**config.mk**
```make
export PLATFORM = sky130hd
export DESIGN_NAME = hcp_port
export DESIGN_NICKNAME = d
export VERILOG_FILES = /design/src/verilog/hcp_pkg.sv /design/src/verilog/hcp_port.sv /design/src/verilog/hcp_smart_clock.sv
export VERILOG_INCLUDE_DIRS = /design/src /design/src/verilog
export SDC_FILE = /design/constraint.sdc
export NUM_CORES = 1
export LEC_CHECK = 0
export ABC_AREA = 1
export BUFFER_PORTS_ARGS = -buffer_cell sky130_fd_sc_hd__buf_2
export CORE_MARGIN = 8
export CORE_UTILIZATION = 45
export CTS_CLUSTER_SIZE = 10
export DETAILED_ROUTE_END_ITERATION = 10
export GPL_TIMING_DRIVEN = 1
export PLACE_DENSITY = 0.69
export SLEW_MARGIN = 5
export SYNTH_ARGS = -nofsm -noshare
export SYNTH_HDL_FRONTEND = slang
export SYNTH_SLANG_ARGS = --single-unit
```
**constraint.sdc**
```tcl
create_clock -name clk -period 2.7 [get_ports clk]
set_clock_uncertainty 0.15 [all_clocks]
set_input_delay 0.54 -clock clk [delete_from_list [all_inputs] [get_ports clk]]
set_output_delay 0.54 -clock clk [all_outputs]
set_load 0.1 [all_outputs]
```
**src/verilog/hcp_defines.svh**
```systemverilog
// Constants for the host-to-sequencer command port
`ifndef HCP_DEFINES_SVH
`define HCP_DEFINES_SVH

// ------------------------------------------------------------
// Host addresses and low-bit register indices
// ------------------------------------------------------------
`define HCP_HOST_ADDR_COMMAND 16'h3405
`define HCP_HOST_ADDR_PARAM   16'h3406
`define HCP_IDX_COMMAND       2'h1
`define HCP_IDX_PARAM_HI      2'h2
`define HCP_IDX_PARAM_LO      2'h3

// ------------------------------------------------------------
// Command bit positions
// ------------------------------------------------------------
`define HCP_BIT_LONG_SWEEP    0
`define HCP_BIT_REQUEST       5
`define HCP_BIT_RUN           6
`define HCP_BIT_FORCED_JUMP   7

// ------------------------------------------------------------
// Reset values and status codes
// ------------------------------------------------------------
`define HCP_RST_BYTE          8'h00
`define HCP_RST_WORD          16'h0000
`define HCP_STATUS_OK         16'h0000
`define HCP_FW_VERSION        16'h0A5C

`endif

```
**src/verilog/hcp_pkg.sv**
```systemverilog
// Types shared by the host-to-sequencer command port
package hcp_pkg;

  // Command byte, bit 7 down to bit 0
  typedef struct packed {
    logic forced_jump;
    logic run;
    logic request;
    logic skip_gate_wait;
    logic clear_output_fsm;
    logic spare_flag_two;
    logic spare_flag_one;
    logic long_sweep;
  } hcp_cmd_type;

  // Host bus pins as seen by the port
  typedef struct packed {
    logic       sel;
    logic       wr;
    logic       stb;
    logic [1:0] addr;
    logic [7:0] data;
  } hcp_bus_type;

  // Smart clock loop states
  typedef enum logic [1:0] {
    ST_STEP_LOOP,
    ST_STEP_PASS,
    ST_RUN_LOOP
  } hcp_clk_state_type;

endpackage

```
**src/verilog/hcp_port.sv**
```systemverilog
// Host-to-sequencer command port: host bus slave, command latches, status
`timescale 1ns/1ps
`include "hcp_defines.svh"
module hcp_port #(
  parameter logic [15:0] FW_VERSION = `HCP_FW_VERSION  // Arbitrary version value
) (
  input  wire logic               clk,
  input  wire logic               arst_n,
  input  wire logic               port_select,
  input  wire logic               write_en,
  input  wire logic               bus_strobe,
  input  wire logic               low_addr_bit_zero,
  input  wire logic               low_addr_bit_one,
  input  wire logic [7:0]         host_data_in,
  output logic [7:0]              host_data_out_r,
  output logic                    host_data_oe_r,
  input  wire logic [7:0]         diag_lines,
  input  wire logic               op_finish,
  input  wire logic [15:0]        op_status,
  output hcp_pkg::hcp_cmd_type    cmd_out,
  output logic [15:0]             seq_addr,
  output logic                    seq_load_r,
  output logic                    step_pulse_r,
  output logic                    running_r,
  output logic                    op_done_irq_r
);

  // ----------------------------------------------------------
  // Pin synchronisers: three flops, change taken when 2 and 3 agree
  // ----------------------------------------------------------
  hcp_pkg::hcp_bus_type pin_in;   // Raw pins
  hcp_pkg::hcp_bus_type sync1_r;  // First stage
  hcp_pkg::hcp_bus_type sync2_r;  // Second stage
  hcp_pkg::hcp_bus_type sync3_r;  // Third stage
  hcp_pkg::hcp_bus_type bus_r;    // Filtered pins

  assign pin_in = '{sel: port_select, wr: write_en, stb: bus_strobe,
                    addr: {low_addr_bit_one, low_addr_bit_zero}, data: host_data_in};

  always_ff @(posedge clk or negedge arst_n) begin
    if (!arst_n) begin
      sync1_r <= '0;
      sync2_r <= '0;
      sync3_r <= '0;
    end else begin
      sync1_r <= pin_in;
      sync2_r <= sync1_r;
      sync3_r <= sync2_r;
    end
  end

  // Per-bit agreement filter: a bit moves only when stages 2 and 3 agree
  wire logic [$bits(hcp_pkg::hcp_bus_type)-1:0] filt_nxt;
  genvar gi;
  generate
    for (gi = 0; gi < $bits(hcp_pkg::hcp_bus_type); gi++) begin : g_filt
      assign filt_nxt[gi] = (sync2_r[gi] == sync3_r[gi]) ? sync3_r[gi] : bus_r[gi];
    end
  endgenerate

  // Filtered pin register, one process for the whole bus
  always_ff @(posedge clk or negedge arst_n) begin
    if (!arst_n) begin
      bus_r <= '0;
    end else begin
      bus_r <= filt_nxt;
    end
  end

  // ----------------------------------------------------------
  // Address decode and access edges
  // ----------------------------------------------------------
  logic       access;        // Port selected with strobe
  logic       access_d_r;    // Access one cycle ago
  logic       access_start;  // First cycle of an access
  logic       mapped;        // Address hits a register
  logic       cmd_wr;        // Command write strobe active
  logic       cmd_wr_d_r;    // Command write strobe one cycle ago
  logic       cmd_start;     // Command strobe rising edge
  logic       cmd_end;       // Command strobe falling edge
  logic [7:0] cmd_hold_r;    // Command byte caught at strobe start

  assign access       = bus_r.sel && bus_r.stb;
  assign access_start = access && !access_d_r;
  assign mapped       = (bus_r.addr == `HCP_IDX_COMMAND) || (bus_r.addr == `HCP_IDX_PARAM_HI) ||
                        (bus_r.addr == `HCP_IDX_PARAM_LO);
  assign cmd_wr       = access && bus_r.wr && (bus_r.addr == `HCP_IDX_COMMAND);
  assign cmd_start    = cmd_wr && !cmd_wr_d_r;
  assign cmd_end      = !cmd_wr && cmd_wr_d_r;

  // Edge history
  always_ff @(posedge clk or negedge arst_n) begin
    if (!arst_n) begin
      access_d_r <= 1'b0;
      cmd_wr_d_r <= 1'b0;
    end else begin
      access_d_r <= access;
      cmd_wr_d_r <= cmd_wr;
    end
  end

  // Command byte held for the end of the strobe
  always_ff @(posedge clk or negedge arst_n) begin
    if (!arst_n) begin
      cmd_hold_r <= `HCP_RST_BYTE;
    end else if (cmd_start) begin
      cmd_hold_r <= bus_r.data;
    end
  end

  // ----------------------------------------------------------
  // Command latches
  // ----------------------------------------------------------
  hcp_pkg::hcp_cmd_type cmd_r;     // Plain command bits
  logic                 request_r; // Separate request flop
  logic                 jump_r;    // Separate forced jump flop
  logic                 clear_latches;
  logic                 cmd_busy;  // Command write still settling

  assign clear_latches = step_pulse_r;
  // Busy also in the strobe-end cycle, so the jump bit is latched before the pass
  assign cmd_busy      = cmd_wr || cmd_wr_d_r;

  // Plain bits update on the strobe end and hold otherwise
  always_ff @(posedge clk or negedge arst_n) begin
    if (!arst_n) begin
      cmd_r <= `HCP_RST_BYTE;
    end else if (cmd_end) begin
      cmd_r <= cmd_hold_r;
    end
  end

  // Request taken at strobe start; a new set beats the slave clear
  always_ff @(posedge clk or negedge arst_n) begin
    if (!arst_n) begin
      request_r <= 1'b0;
    end else if (cmd_start && bus_r.data[`HCP_BIT_REQUEST]) begin
      request_r <= 1'b1;
    end else if (clear_latches) begin
      request_r <= 1'b0;
    end
  end

  // Forced jump taken at strobe end; set beats clear
  always_ff @(posedge clk or negedge arst_n) begin
    if (!arst_n) begin
      jump_r <= 1'b0;
    end else if (cmd_end && cmd_hold_r[`HCP_BIT_FORCED_JUMP]) begin
      jump_r <= 1'b1;
    end else if (clear_latches) begin
      jump_r <= 1'b0;
    end
  end

  // Command bits toward the controller
  always_comb begin
    cmd_out             = cmd_r;
    cmd_out.request     = request_r;
    cmd_out.forced_jump = jump_r;
  end

  // ----------------------------------------------------------
  // Address/parameter word, written a byte at a time
  // ----------------------------------------------------------
  logic [15:0] param_r;

  always_ff @(posedge clk or negedge arst_n) begin
    if (!arst_n) begin
      param_r <= `HCP_RST_WORD;
    end else if (access_start && bus_r.wr && bus_r.addr == `HCP_IDX_PARAM_HI) begin
      param_r[15:8] <= bus_r.data;
    end else if (access_start && bus_r.wr && bus_r.addr == `HCP_IDX_PARAM_LO) begin
      param_r[7:0] <= bus_r.data;
    end
  end

  assign seq_addr = param_r;

  // ----------------------------------------------------------
  // Smart clock
  // ----------------------------------------------------------
  hcp_smart_clock u_clk (
    .clk          (clk),
    .arst_n       (arst_n),
    .request_set  (request_r),
    .jump_set     (jump_r),
    .run_set      (cmd_r.run),
    .write_busy   (cmd_busy),
    .op_finish    (op_finish),
    .step_pulse_r (step_pulse_r),
    .seq_load_r   (seq_load_r),
    .running_r    (running_r)
  );

  // ----------------------------------------------------------
  // Status word and completion interrupt
  // ----------------------------------------------------------
  logic [15:0] status_r;
  logic        finish_ok;

  assign finish_ok = op_finish && running_r;

  // Version at power-up, result code at completion
  always_ff @(posedge clk or negedge arst_n) begin
    if (!arst_n) begin
      status_r <= FW_VERSION;
    end else if (finish_ok) begin
      status_r <= op_status;
    end
  end

  // Raised on completion, held until the host touches the port
  always_ff @(posedge clk or negedge arst_n) begin
    if (!arst_n) begin
      op_done_irq_r <= 1'b0;
    end else if (finish_ok) begin
      op_done_irq_r <= 1'b1;
    end else if (access_start) begin
      op_done_irq_r <= 1'b0;
    end
  end

  // ----------------------------------------------------------
  // Read path
  // ----------------------------------------------------------
  always_ff @(posedge clk or negedge arst_n) begin
    if (!arst_n) begin
      host_data_out_r <= `HCP_RST_BYTE;
      host_data_oe_r  <= 1'b0;
    end else begin
      host_data_oe_r <= access && !bus_r.wr && mapped;
      case (bus_r.addr)
        `HCP_IDX_COMMAND:  host_data_out_r <= diag_lines;
        `HCP_IDX_PARAM_HI: host_data_out_r <= status_r[15:8];
        `HCP_IDX_PARAM_LO: host_data_out_r <= status_r[7:0];
        default:           host_data_out_r <= `HCP_RST_BYTE;
      endcase
    end
  end
endmodule

```
**src/verilog/hcp_smart_clock.sv**
```systemverilog
// Smart clock: single-step loop, step pass and free-running loop
`timescale 1ns/1ps
module hcp_smart_clock (
  input  wire logic clk,
  input  wire logic arst_n,
  input  wire logic request_set,
  input  wire logic jump_set,
  input  wire logic run_set,
  input  wire logic write_busy,
  input  wire logic op_finish,
  output logic      step_pulse_r,
  output logic      seq_load_r,
  output logic      running_r
);

  hcp_pkg::hcp_clk_state_type state_r;  // Current loop
  hcp_pkg::hcp_clk_state_type state_nxt; // Next loop

  // ----------------------------------------------------------
  // Next-state choice
  // ----------------------------------------------------------
  always_comb begin
    state_nxt = state_r;
    case (state_r)
      // Wait for a request once the command write has ended
      hcp_pkg::ST_STEP_LOOP: begin
        if (request_set && !write_busy) begin
          state_nxt = hcp_pkg::ST_STEP_PASS;
        end
      end
      // One pass, then back to stepping or on to running
      hcp_pkg::ST_STEP_PASS: begin
        state_nxt = run_set ? hcp_pkg::ST_RUN_LOOP : hcp_pkg::ST_STEP_LOOP;
      end
      // A fresh request starts another step pass; finish drops back into the step loop
      hcp_pkg::ST_RUN_LOOP: begin
        if (request_set && !write_busy) begin
          state_nxt = hcp_pkg::ST_STEP_PASS;
        end else if (op_finish) begin
          state_nxt = hcp_pkg::ST_STEP_LOOP;
        end
      end
      default: begin
        state_nxt = hcp_pkg::ST_STEP_LOOP;
      end
    endcase
  end

  // ----------------------------------------------------------
  // State register
  // ----------------------------------------------------------
  always_ff @(posedge clk or negedge arst_n) begin
    if (!arst_n) begin
      state_r <= hcp_pkg::ST_STEP_LOOP;
    end else begin
      state_r <= state_nxt;
    end
  end

  // ----------------------------------------------------------
  // Registered outputs, one cycle wide pass strobes
  // ----------------------------------------------------------
  always_ff @(posedge clk or negedge arst_n) begin
    if (!arst_n) begin
      step_pulse_r <= 1'b0;
      seq_load_r   <= 1'b0;
      running_r    <= 1'b0;
    end else begin
      step_pulse_r <= (state_nxt == hcp_pkg::ST_STEP_PASS);
      seq_load_r   <= (state_nxt == hcp_pkg::ST_STEP_PASS) && jump_set;
      running_r    <= (state_nxt == hcp_pkg::ST_RUN_LOOP);
    end
  end

endmodule
```
# Yosys cells after proc, flatten, opt, wreduce, memory -nomap -nowiden
# Cells that the tools add are included.
totals:
  reg_bits: 117
  in_bits: 40
  output_inout_bits: 37
  wordCells: 110
classes:
  eq_ne: 20
  mux: 11
  bitwise_logic: 1
  n_reduce_logical: 29
op_table:
  columns: ["cell", "n"]
  rows:
  - ["$pmux 8 s3", 1]
  - ["$logic_and 1x1->1", 16]
  - ["$eq 1x1->1", 13]
  - ["$eq 2x2->1 const B", 4]
  - ["$mux 2", 4]
  - ["$eq 2x1->1 const B", 3]
  - ["$pmux 2 s3", 1]
  - ["$reduce_bool 2->1", 3]
  - ["$logic_not 1->1", 5]
  - ["$mux 1", 5]
  - ["$logic_or 1x1->1", 3]
  - ["$logic_not 2->1", 1]
  - ["$reduce_and 2->1", 1]
  - ["$not 1->1", 1]

# Depth between registers and ports, before layout
# Gate-level depths: netlist of run 1.
logic_depth:
  ltp_word: 10
  ltp_mapped: 7

# By module
# Synthesis of run 1 repeated with hierarchy kept, for this count alone.
hier_totals:
  hier_cells: 356
  area_unflattened_um2: 4145.2
modules_own_cells:
  columns: ["mod", "instances", "cells_each", "area_each_um2", "seq_area_each_um2"]
  rows:
  - ["hcp_port", 1, 338, 3965.1, 2785.2]
  - ["hcp_smart_clock", 1, 18, 180.2, 125.1]

# Least setup slack after synthesis of run 1
# Ideal clock, no wire load.
synth_timing:
  path_type: "register -> register"
  startpoint: "reg u_clk.running_r"
  endpoint: "reg status_r[10]"
  setup_time_ns: 0.116
  arrival_time_ns: 1.629
  setup_slack_ns: 0.805
  stages_incl_launch_ff: 6
  n_path_buf: 2
  period_less_slack_ns: 1.895
  cell_sequence: "dfrtp_1 > buf_2 > nand2_1 > buf_2 > nand2_1 > nand2_1"
synth_via:
  elab_chain_cells: 1
synth_lines:
  columns: ["item", "line_no", "text"]
  rows:
  - ["start, declared", "hcp_smart_clock.sv:13", "output logic running_r"]
  - ["start signal, assigned", "hcp_smart_clock.sv:71", "running_r <= (state_nxt == hcp_pkg::ST_RUN_LOOP);"]
  - ["$logic_and 1x1->1", "hcp_port.sv:201", "assign finish_ok = op_finish && running_r;"]
  - ["end signal, assigned", "hcp_port.sv:208", "status_r <= op_status;"]
  - ["end, declared", "hcp_port.sv:198", "logic [15:0] status_r;"]
# No other way between the ends.
# A chain may end at the register's enable or synchronous reset.

# Worst setup path in the final report of run 1
layout_timing:
  startpoint: "reg u_clk.running_r"
  endpoint: "out running_r"
layout_rtl:
  columns: ["item", "line_no", "text"]
  rows:
  - ["end, declared", "hcp_port.sv:24", "output logic running_r,"]
# No word-level cell between the ends.

==> impl_metrics.toml, run 1 <==
[clock_network]
clk-insertion-delay-late_ns = 0.50
cts_resized = 0
numClockSinks = 116
tritoncts = "built"
ctsLongestPathBuffers = 2
ctsRootBufferMaster = "sky130_fd_sc_hd__clkbuf_8"
clock_tree.htree_level_count = 4
cts-buffers-inserted = 17
clk_pin_slew_worst_paths_ns = 0.06

[timing]
setup-tns-final_ns = 0
finalHoldWorstSlack_ns = 0.0915
finalWorstPathRequiredPeriod_ns = 2.21
fmax_ghz = 0.453
maxSlewViolCount = 0
max-slew-margin-rel = 0.482
finalHoldViolations = 0
grt_setup_unrepaired = "false"
timing_worst_slew_pin_value_ns = 0.777
finalCritPeriodShare = 0.818
report.final.setup_viol = 0

[global_routing]
grt_pass1_wl_um = 14500
grt_antenna_before_repair = 0
grt_max_degree = 44
overflow = 0
vias_in_the_first_global_route = 2926
track_usage = 0.146

[die]
rows = 35
ios = 77
die_area_um2 = 12700
die_width_um = 113
core_area_um2 = 9150
chipHeight_um = 113
starting_density_of_the_core = 0.458

[final_layout]
drive_gt1_frac = 0.284
finish.cell_count_without_fillers = 580
layout.cell_area.non_filler_um2 = 5360
layout-area-overhead-vs-synth_pct = 27.6
fillCellCount = 721
layout_nets = 496
antennaDiodeCount = 0

[yosys]
netlist_instances = 358
main_synth_ff_type = "sky130_fd_sc_hd__dfrtp_1"
yosysSeqAreaShare = 0.694
synth_top_cells_by_count = "124 x sky130_fd_sc_hd__nand2_1, 110 x sky130_fd_sc_hd__dfrtp_1, 34 x sky130_fd_sc_hd__nand3_1"
synth_edf_count = 0
synth-warning-count = 0
synthTopCellsByArea = "sky130_fd_sc_hd__dfrtp_1 66%, sky130_fd_sc_hd__nand2_1 11%, sky130_fd_sc_hd__nand3_1 4.1%"
syn-mean-instance-area_um2 = 11.7
asyncSetResetFlopFracSynth = 1.00
synthesis.area_um2 = 4200
synth_top_area_cell = "sky130_fd_sc_hd__dfrtp_1"
ys_types = 25
post-synth-top-area-fraction = 0.656
synth-seq-cells = 116
post_synth_net_total = 398
yosysMostFrequentCell = "sky130_fd_sc_hd__nand2_1"

[pwr]
power.switching_mw = 2.76
power.density_nw_per_um2 = 1220
sw_frac_of_total = 0.422
ir_drop_mv = 0.550
pwr-share-clk = 0.324
leakagePower_nw = 2.77
power.internal_mw = 3.78
pwr-share-seq = 0.361
power_frac_comb = 0.315
total_power_mw = 6.55

[worst_setup_path]
critPathRequiredTime_ns = 2.01
cp_max_fanout = 18
critical_path_class = "reg2out"
critical_path.startpoint = "u_clk.running_r"
worst_r2r_endpoint = "u_clk.seq_load_r"
worstSetupStartpointType = "flip-flop"
reg2reg_depth = 5
reg2reg_from = "bus_r[11]"
worst_setup_path_end_kind = "primary output"
cp.arrival_ns = 1.52
crit_path_end = "running_r"
reg2reg_setup_slack_ns = 0.93

[routing]
detailroute.via_count = 2826
postRouteWirelength_um = 8430
first_iter_violations = 135
post_drt_wl_per_cell_um = 14.5
detailedRoute.firstPassIterationCount = 5
avgViaCountPerCell = 4.87
ant_nets = 0
post-route-drc-count = 0

[place]
dp.cells = 534
post_dp_cell_area_um2 = 4640
portBuffers = 76
place.detailed.hpwl_um = 5850
last_weighted_congestion_value_of_the_routability_driven_placer = 0.757

[hold_path]
hold_class = "in2reg"
critical_hold_path_startpoint = "diag_lines[1]"

[flow_run]
maxcap_violations = 0

[status]
outcome = "completed"
[power groups by stage]
stage / Combinational [mW] / Clock, mW / Sequential [mW]
after detailed placement: 2.07 / 0 / 2.39
final: 2.06 / 2.12 / 2.36
after global placement: 2.05 / 0 / 2.38
after CTS: 2.08 / 2.16 / 2.36
after floorplan: 0.535 / 0 / 3.54
after global routing: 2.17 / 2.25 / 2.41
[kinds of logic (layout without fill, tap and decap cells)]
group	count (synthesis)	after routing	share of synthesized area
simple gates	196	196	0.224
flops	116	116	0.694
buf+inv	30	141	0.0438
fa+ha+maj	13	13	0.0310
compound gates	3	3	0.00746
[state kept, by name (all words and copies together), names as in the netlist]
name / count
host_data_out_r: 8
u_clk.step_pulse_r: 1
cmd_wr_d_r: 1
u_clk.running_r: 1
status_r: 16
bus_r: 13
cmd_hold_r: 7
u_clk.state_r: 2
sync1_r: 13
jump_r: 1
access_d_r: 1
seq_addr: 16
request_r: 1
u_clk.seq_load_r: 1
host_data_oe_r: 1
sync2_r: 13
op_done_irq_r: 1
sync3_r: 13
cmd_out: 6
[layer usage]
layer  part of all wire  global-route usage
met2               0.48               0.220
met1               0.45               0.181
met3              0.055              0.0521
met5                  0                   0
met4              0.016              0.0773
[layout by cell type (no fill, tap or decap), types with 2 or more instances in the layout]
master                          netlist  routed
sky130_fd_sc_hd__dlygate4sd3_1        0      14
sky130_fd_sc_hd__nand4_1             24      24
sky130_fd_sc_hd__inv_2                2       2
sky130_fd_sc_hd__dfrtp_1            110     110
sky130_fd_sc_hd__clkinv_4             0       2
sky130_fd_sc_hd__clkinvlp_4           0       4
sky130_fd_sc_hd__maj3_1              13      13
sky130_fd_sc_hd__clkinv_2             1       3
sky130_fd_sc_hd__nand2_4              3       3
sky130_fd_sc_hd__buf_4                6       5
sky130_fd_sc_hd__inv_1               10      10
sky130_fd_sc_hd__inv_6                0       4
sky130_fd_sc_hd__bufinv_16            0       2
sky130_fd_sc_hd__nor3_1               2       2
sky130_fd_sc_hd__nand3_4              2       2
sky130_fd_sc_hd__clkbuf_16            0      16
sky130_fd_sc_hd__nand2_1            124     124
sky130_fd_sc_hd__nand3_1             34      34
sky130_fd_sc_hd__dfstp_2              6       6
sky130_fd_sc_hd__nor2_1               2       2
sky130_fd_sc_hd__buf_2                7      75
sky130_fd_sc_hd__nor2_8               2       2
[worst min-delay path by stage]
stage          cells after the start                 end  slack (ns)
4_1_cts                            3  host_data_out_r[1]        0.07
3_5_place_dp                       0         sync2_r[10]        0.18
3_3_place_gp                       0          sync2_r[0]        0.18
5_1_grt                            3  host_data_out_r[3]        0.08
6_report                           3  host_data_out_r[1]        0.09
2_1_floorplan                      0          access_d_r        0.09
[area by class of cell]
type | instances | area [um^2] | share of cell area
multi-input combinational | 212 | 1100 | 0.206
sequential | 116 | 2910 | 0.543
timing repair buffer | 95 | 573 | 0.107
inverter | 14 | 61.3 | 0.0114
clock inverter | 14 | 153 | 0.0285
tap | 111 | 139 | 0.0259
clock buffer | 18 | 418 | 0.0780
[per-stage QoR]
| step | utilization | setup slack (ns) |
|---|---|---|
| 6_report | 0.585 | 0.490 |
| 5_1_grt | 0.585 | 0.437 |
| 4_1_cts | 0.585 | 0.462 |
| 3_5_place_dp | 0.507 | 0.875 |
| 3_3_place_gp | 0.507 | 0.903 |
| 2_1_floorplan | - | 0.805 |
[worst max-delay path, stage by stage (launching register included)]
cell and delay [ns]:
sky130_fd_sc_hd__dfrtp_1 0.32, sky130_fd_sc_hd__buf_4 0.23, sky130_fd_sc_hd__buf_2 0.47
[timing repair]
item | CTS | global route
endpoints found under the hold margin | 47 | 0
buffers inserted | 0 | 0
hold buffers | 14 | 0
(Power assumes the default switching activity.)
==> inputs of run 2 (changes only) <==
Settings changed: ABC_AREA 1 to 0.
Clock period 2.7 ns to 2.1 ns, I/O delays scaled along.
==> impl_metrics.toml, run 2 <==
[die]
die_area_um2 = 12100
core_area_um2 = 8640
die_width_um = 110
chipHeight_um = 110
rows = 34
ios = 77
starting_density_of_the_core = 0.458

[yosys]
syn-mean-instance-area_um2 = 17.5
main_synth_ff_type = "sky130_fd_sc_hd__dfrtp_1"
synth_edf_count = 0
synth_top_cells_by_count = "110 x sky130_fd_sc_hd__dfrtp_1, 53 x sky130_fd_sc_hd__mux2_2, 13 x sky130_fd_sc_hd__maj3_1"
asyncSetResetFlopFracSynth = 1.00
synthTopCellsByArea = "sky130_fd_sc_hd__dfrtp_1 70%, sky130_fd_sc_hd__mux2_2 15%, sky130_fd_sc_hd__dfstp_2 4.0%"
synth-warning-count = 0
synth-seq-cells = 116
post_synth_net_total = 266
synthesis.area_um2 = 3960
yosysSeqAreaShare = 0.735
netlist_instances = 226
post-synth-top-area-fraction = 0.696
synth_top_area_cell = "sky130_fd_sc_hd__dfrtp_1"
ys_types = 25
yosysMostFrequentCell = "sky130_fd_sc_hd__dfrtp_1"

[place]
dp.cells = 408
portBuffers = 76
place.detailed.hpwl_um = 4730
last_weighted_congestion_value_of_the_routability_driven_placer = 0.735

[final_layout]
layout_nets = 397
drive_gt1_frac = 0.481
mostFrequentLayoutCell = "sky130_fd_sc_hd__dfrtp_1"
final_cell_mix = "110 x sky130_fd_sc_hd__dfrtp_1, 75 x sky130_fd_sc_hd__buf_2, 53 x sky130_fd_sc_hd__mux2_2"
antennaDiodeCount = 0
finish.cell_count_without_fillers = 478
layout-area-overhead-vs-synth_pct = 36.8
fillCellCount = 674
area_used_by_sequential_logic_in_the_layout_um2 = 2910
multiInputGateArea_um2 = 992
fin_util = 0.627

[hold_path]
hold_class = "reg2reg"
timing.hold.worst_path_depth = 0

[routing]
first_iter_violations = 81
post-route-drc-count = 0
postRouteWirelength_um = 7610
avgViaCountPerCell = 4.64
detailedRoute.firstPassIterationCount = 4
detailroute.via_count = 2219
post_drt_wl_per_cell_um = 15.9
ant_nets = 0

[global_routing]
vias_in_the_first_global_route = 2549
grt_pass1_wl_um = 12800
track_usage = 0.142
grt_antenna_before_repair = 0
grt_max_degree = 117
overflow = 0

[pwr]
sw_frac_of_total = 0.412
power.switching_mw = 3.45
power.internal_mw = 4.92
pwr-share-clk = 0.306
ir_drop_mv = 0.712
pwr-share-seq = 0.357
total_power_mw = 8.37
power.density_nw_per_um2 = 1540
power_frac_comb = 0.337
leakagePower_nw = 2.62

[timing]
grt_setup_unrepaired = "false"
finalHoldViolations = 0
timing_worst_slew_pin_value_ns = 0.605
finalWorstPathRequiredPeriod_ns = 1.89
maxSlewViolCount = 0
max-slew-margin-rel = 0.596
report.final.setup_viol = 0
fmax_ghz = 0.528
setup-tns-final_ns = 0
finalCritPeriodShare = 0.901

[clock_network]
clk_pin_slew_worst_paths_ns = 0.06
tritoncts = "built"
cts-buffers-inserted = 17
ctsLongestPathBuffers = 2
cts_resized = 0
clock_tree.htree_level_count = 4
numClockSinks = 116
clk-insertion-delay-late_ns = 0.50
ctsRootBufferMaster = "sky130_fd_sc_hd__clkbuf_8"

[worst_setup_path]
critical_path_class = "reg2out"
crit_path_cell_trace = "buf_2"
worst_setup_path_end_kind = "primary output"
critPathRequiredTime_ns = 1.53
cp.arrival_ns = 1.32
cp_num_cells = 1
worst_path_largest_cell_delay_ns = 0.44
cp_slowest_cell = "sky130_fd_sc_hd__buf_2"
reg2reg_depth = 3
timing.critical_path.buf_inv = 1
cpLargestDelayFamily = "buffers and inverters"
cp_max_fanout = 3
worstSetupStartpointType = "flip-flop"

[status]
outcome = "completed"

[flow_run]
maxcap_violations = 0
-- run 2: cell count changes after synthesis, sizes merged, moves of 9 or more --
cell,delta
nand3,-36
inv,-9
a22o,+9
buf,-11
mux2,+53
nand2,-125
nand4,-24
-- run 2: cells by family after synthesis --
group,share of synthesized area
flops,0.735
fa+ha+maj,0.0329
compound gates,0.0310
buf+inv,0.0139
simple gates,0.0360
mux,0.151
-- run 2: routing by layer --
layer / part of all wire / GRT usage / wire length (um)
met1: 0.43 / 0.161 / 3250
met2: 0.51 / 0.227 / 3890
met3: 0.050 / 0.0580 / 381
met4: 0.011 / 0.0704 / 84
met5: 0 / 0 / 0
-- run 2: power by group through the flow --
stage / registers [mW] / logic (mW) / clock network, mW
2_1_floorplan: 4.58 / 0.717 / 0
3_3_place_gp: 3.00 / 2.75 / 0
3_5_place_dp: 3.02 / 2.78 / 0
4_1_cts: 2.99 / 2.84 / 2.63
5_1_grt: 3.05 / 2.93 / 2.73
6_report: 2.98 / 2.82 / 2.56
-- run 2: area by class of cell --
cell class | instances | share of cell area
Sequential cell | 116 | 0.537
Multi-Input combinational cell | 99 | 0.183
Timing Repair Buffer | 119 | 0.150
Clock buffer | 17 | 0.0765
Clock inverter | 15 | 0.0250
Tap cell | 108 | 0.0250
Inverter | 4 | 0.00277
-- run 2: repair_timing --
action,CTS,global route
endpoints found under the hold margin,146,1
hold buffers,37,1
setup buffers,0,0
-- run 2: worst paths after layout --
check                           startpoint            end  slack (ns)
worst max-delay path            cmd_out[6]     cmd_out[6]        0.21
worst min-delay path            sync1_r[4]     sync2_r[4]        0.20
worst max register to register   bus_r[10]  cmd_hold_r[6]        0.39
worst min register to register  sync1_r[4]     sync2_r[4]        0.20
max in group asynchronous           arst_n       bus_r[5]        0.93
min in group asynchronous           arst_n   status_r[10]        0.42
-- run 2: through the flow --
stage	setup WS [ns]	hold slack (ns)	cell area (um^2)
after global routing	0.143	0.186	5420
after CTS	0.171	0.00676	5410
after floorplan	0.0355	-0.0256	3960
final	0.207	0.197	5420
after global placement	0.419	0.182	4490
after detailed placement	0.379	0.185	4490
==> inputs of run 3 (changes only) <==
Settings changed: CELL_PAD_IN_SITES_DETAIL_PLACEMENT from default to 0, CELL_PAD_IN_SITES_GLOBAL_PLACEMENT from default to 2, CORE_UTILIZATION 45 to 39, PLACE_DENSITY 0.69 to 0.8.
==> impl_metrics.toml, run 3 (synthesis gave the netlist of run 2 again) <==
[timing]
grt_setup_unrepaired = "false"
finalCritPeriodShare = 0.902
timing_worst_slew_pin_value_ns = 0.658
fmax_ghz = 0.528
maxSlewViolCount = 0
report.final.setup_viol = 0
finalHoldViolations = 0
setup-tns-final_ns = 0
finalWorstPathRequiredPeriod_ns = 1.89
max-slew-margin-rel = 0.560
finalHoldWorstSlack_ns = 0.0322

[clock_network]
ctsLongestPathBuffers = 2
cts.repair_timing.setup_buffer_count = 0
clk_pin_slew_worst_paths_ns = 0.05
post_cts_hold_buffer_count = 36
cts-buffers-inserted = 17
tritoncts = "built"
cts_resized = 0
numClockSinks = 116
clk-insertion-delay-late_ns = 0.49
clock_tree.htree_level_count = 4
ctsRootBufferMaster = "sky130_fd_sc_hd__clkbuf_8"

[global_routing]
vias_in_the_first_global_route = 2496
grt_antenna_before_repair = 0
grt_max_degree = 35
track_usage = 0.122
overflow = 0
grt_pass1_wl_um = 12400

[worst_setup_path]
critPathRequiredTime_ns = 1.53
timing.critical_path.buf_inv = 1
worstSetupStartpointType = "flip-flop"
worst_setup_path_end_kind = "primary output"
worst_path_largest_cell_delay_ns = 0.45
reg2reg_setup_slack_ns = 0.41
cpLargestDelayFamily = "buffers and inverters"
cp_max_fanout = 3
cp_slowest_cell = "sky130_fd_sc_hd__buf_2"
reg2reg_depth = 3
cp.arrival_ns = 1.32
crit_path_cell_trace = "buf_2"
critical_path_class = "reg2out"
cp_num_cells = 1

[place]
last_weighted_congestion_value_of_the_routability_driven_placer = 0.693
place.detailed.hpwl_um = 5000
portBuffers = 76
post_dp_cell_area_um2 = 4540

[hold_path]
hold_class = "in2reg"
timing.hold.worst_path_depth = 2

[die]
ios = 77
core_area_um2 = 9820
chipHeight_um = 117
rows = 36
die_area_um2 = 13600
die_width_um = 117
starting_density_of_the_core = 0.403

[final_layout]
layout.cell_area.non_filler_um2 = 5600
multiInputGateArea_um2 = 992
area_used_by_sequential_logic_in_the_layout_um2 = 2910
layout-area-overhead-vs-synth_pct = 41.4
drive_gt1_frac = 0.478
mostFrequentLayoutCell = "sky130_fd_sc_hd__dfrtp_1"
layout_nets = 397
antennaDiodeCount = 0
final_cell_mix = "110 x sky130_fd_sc_hd__dfrtp_1, 75 x sky130_fd_sc_hd__buf_2, 53 x sky130_fd_sc_hd__mux2_2"
fillCellCount = 830

[pwr]
sw_frac_of_total = 0.371
power.density_nw_per_um2 = 1630
ir_drop_mv = 0.858
power.switching_mw = 3.38
pwr-share-seq = 0.328
power.internal_mw = 5.73
power_frac_comb = 0.309
leakagePower_nw = 2.69
pwr-share-clk = 0.364

[routing]
detailroute.via_count = 2221
post-route-drc-count = 0
detailedRoute.firstPassIterationCount = 4
postRouteWirelength_um = 7620
ant_nets = 0
first_iter_violations = 116
avgViaCountPerCell = 4.42
post_drt_wl_per_cell_um = 15.2

[status]
outcome = "completed"

[flow_run]
maxcap_violations = 0
[run 3: cell count changes in the layout (fill, tap and decap cells not counted), sizes merged]
| cell | before | now |
|---|---|---|
| buf | 81 | 83 |
| clkinvlp | 2 | 0 |
| clkbuf | 17 | 23 |
| clkinv | 10 | 2 |
| inv | 6 | 4 |
| bufinv | 1 | 7 |
| dlygate4sd3 | 38 | 36 |
[run 3: layout make-up]
cell class              instances  area share
flip-flops and latches        116       0.520
multi-input cells              99       0.177
repair buffers                119       0.147
clock buffers                  23      0.0834
clock inverters                 9      0.0400
well taps                     133      0.0297
inverters                       4     0.00268
[run 3: per-stage QoR]
step                      utilization  std cells  setup WS, ns  total power, mW
final                           0.570        503         0.206             9.11
after global routing            0.570        503         0.145             9.46
after CTS                       0.570        503         0.175             9.21
after detailed placement        0.463        435         0.407             5.81
after global placement          0.463        435         0.430             5.78
after floorplan                     -        226        0.0355             5.30
[run 3: power groups by stage]
stage	Sequential [mW]	Clock [mW]	Combinational, mW
2_1_floorplan	4.58	0	0.717
3_3_place_gp	3.01	0	2.76
3_5_place_dp	3.03	0	2.78
4_1_cts	2.99	3.38	2.84
5_1_grt	3.05	3.50	2.92
6_report	2.99	3.31	2.81
[run 3: path summary, 6_finish.rpt]
kind | endpoint | startpoint
max reg2reg | host_data_out_r[5] | bus_r[8]
min in group asynchronous | status_r[10] | arst_n
max in group asynchronous | status_r[6] | arst_n
min reg2reg | sync2_r[3] | sync1_r[3]
min | status_r[14] | op_status[14]
max | cmd_out[6] | cmd_out[6]
[run 3: layer usage]
| metal | routed length (um) | track usage | vias up |
|---|---|---|---|
| met5 | 0 | 0 | - |
| met4 | 119 | 0.0589 | 0 |
| met3 | 334 | 0.0393 | 8 |
| met2 | 3880 | 0.196 | 40 |
| met1 | 3280 | 0.146 | 1119 |
| li1 | - | - | 1054 |
[run 3: worst register-to-register path, cell delays in order, from the launching register on]
cell	delay [ns]
sky130_fd_sc_hd__dfrtp_1	0.42
sky130_fd_sc_hd__buf_4	0.24
sky130_fd_sc_hd__nor2b_1	0.58
sky130_fd_sc_hd__a22o_1	0.24
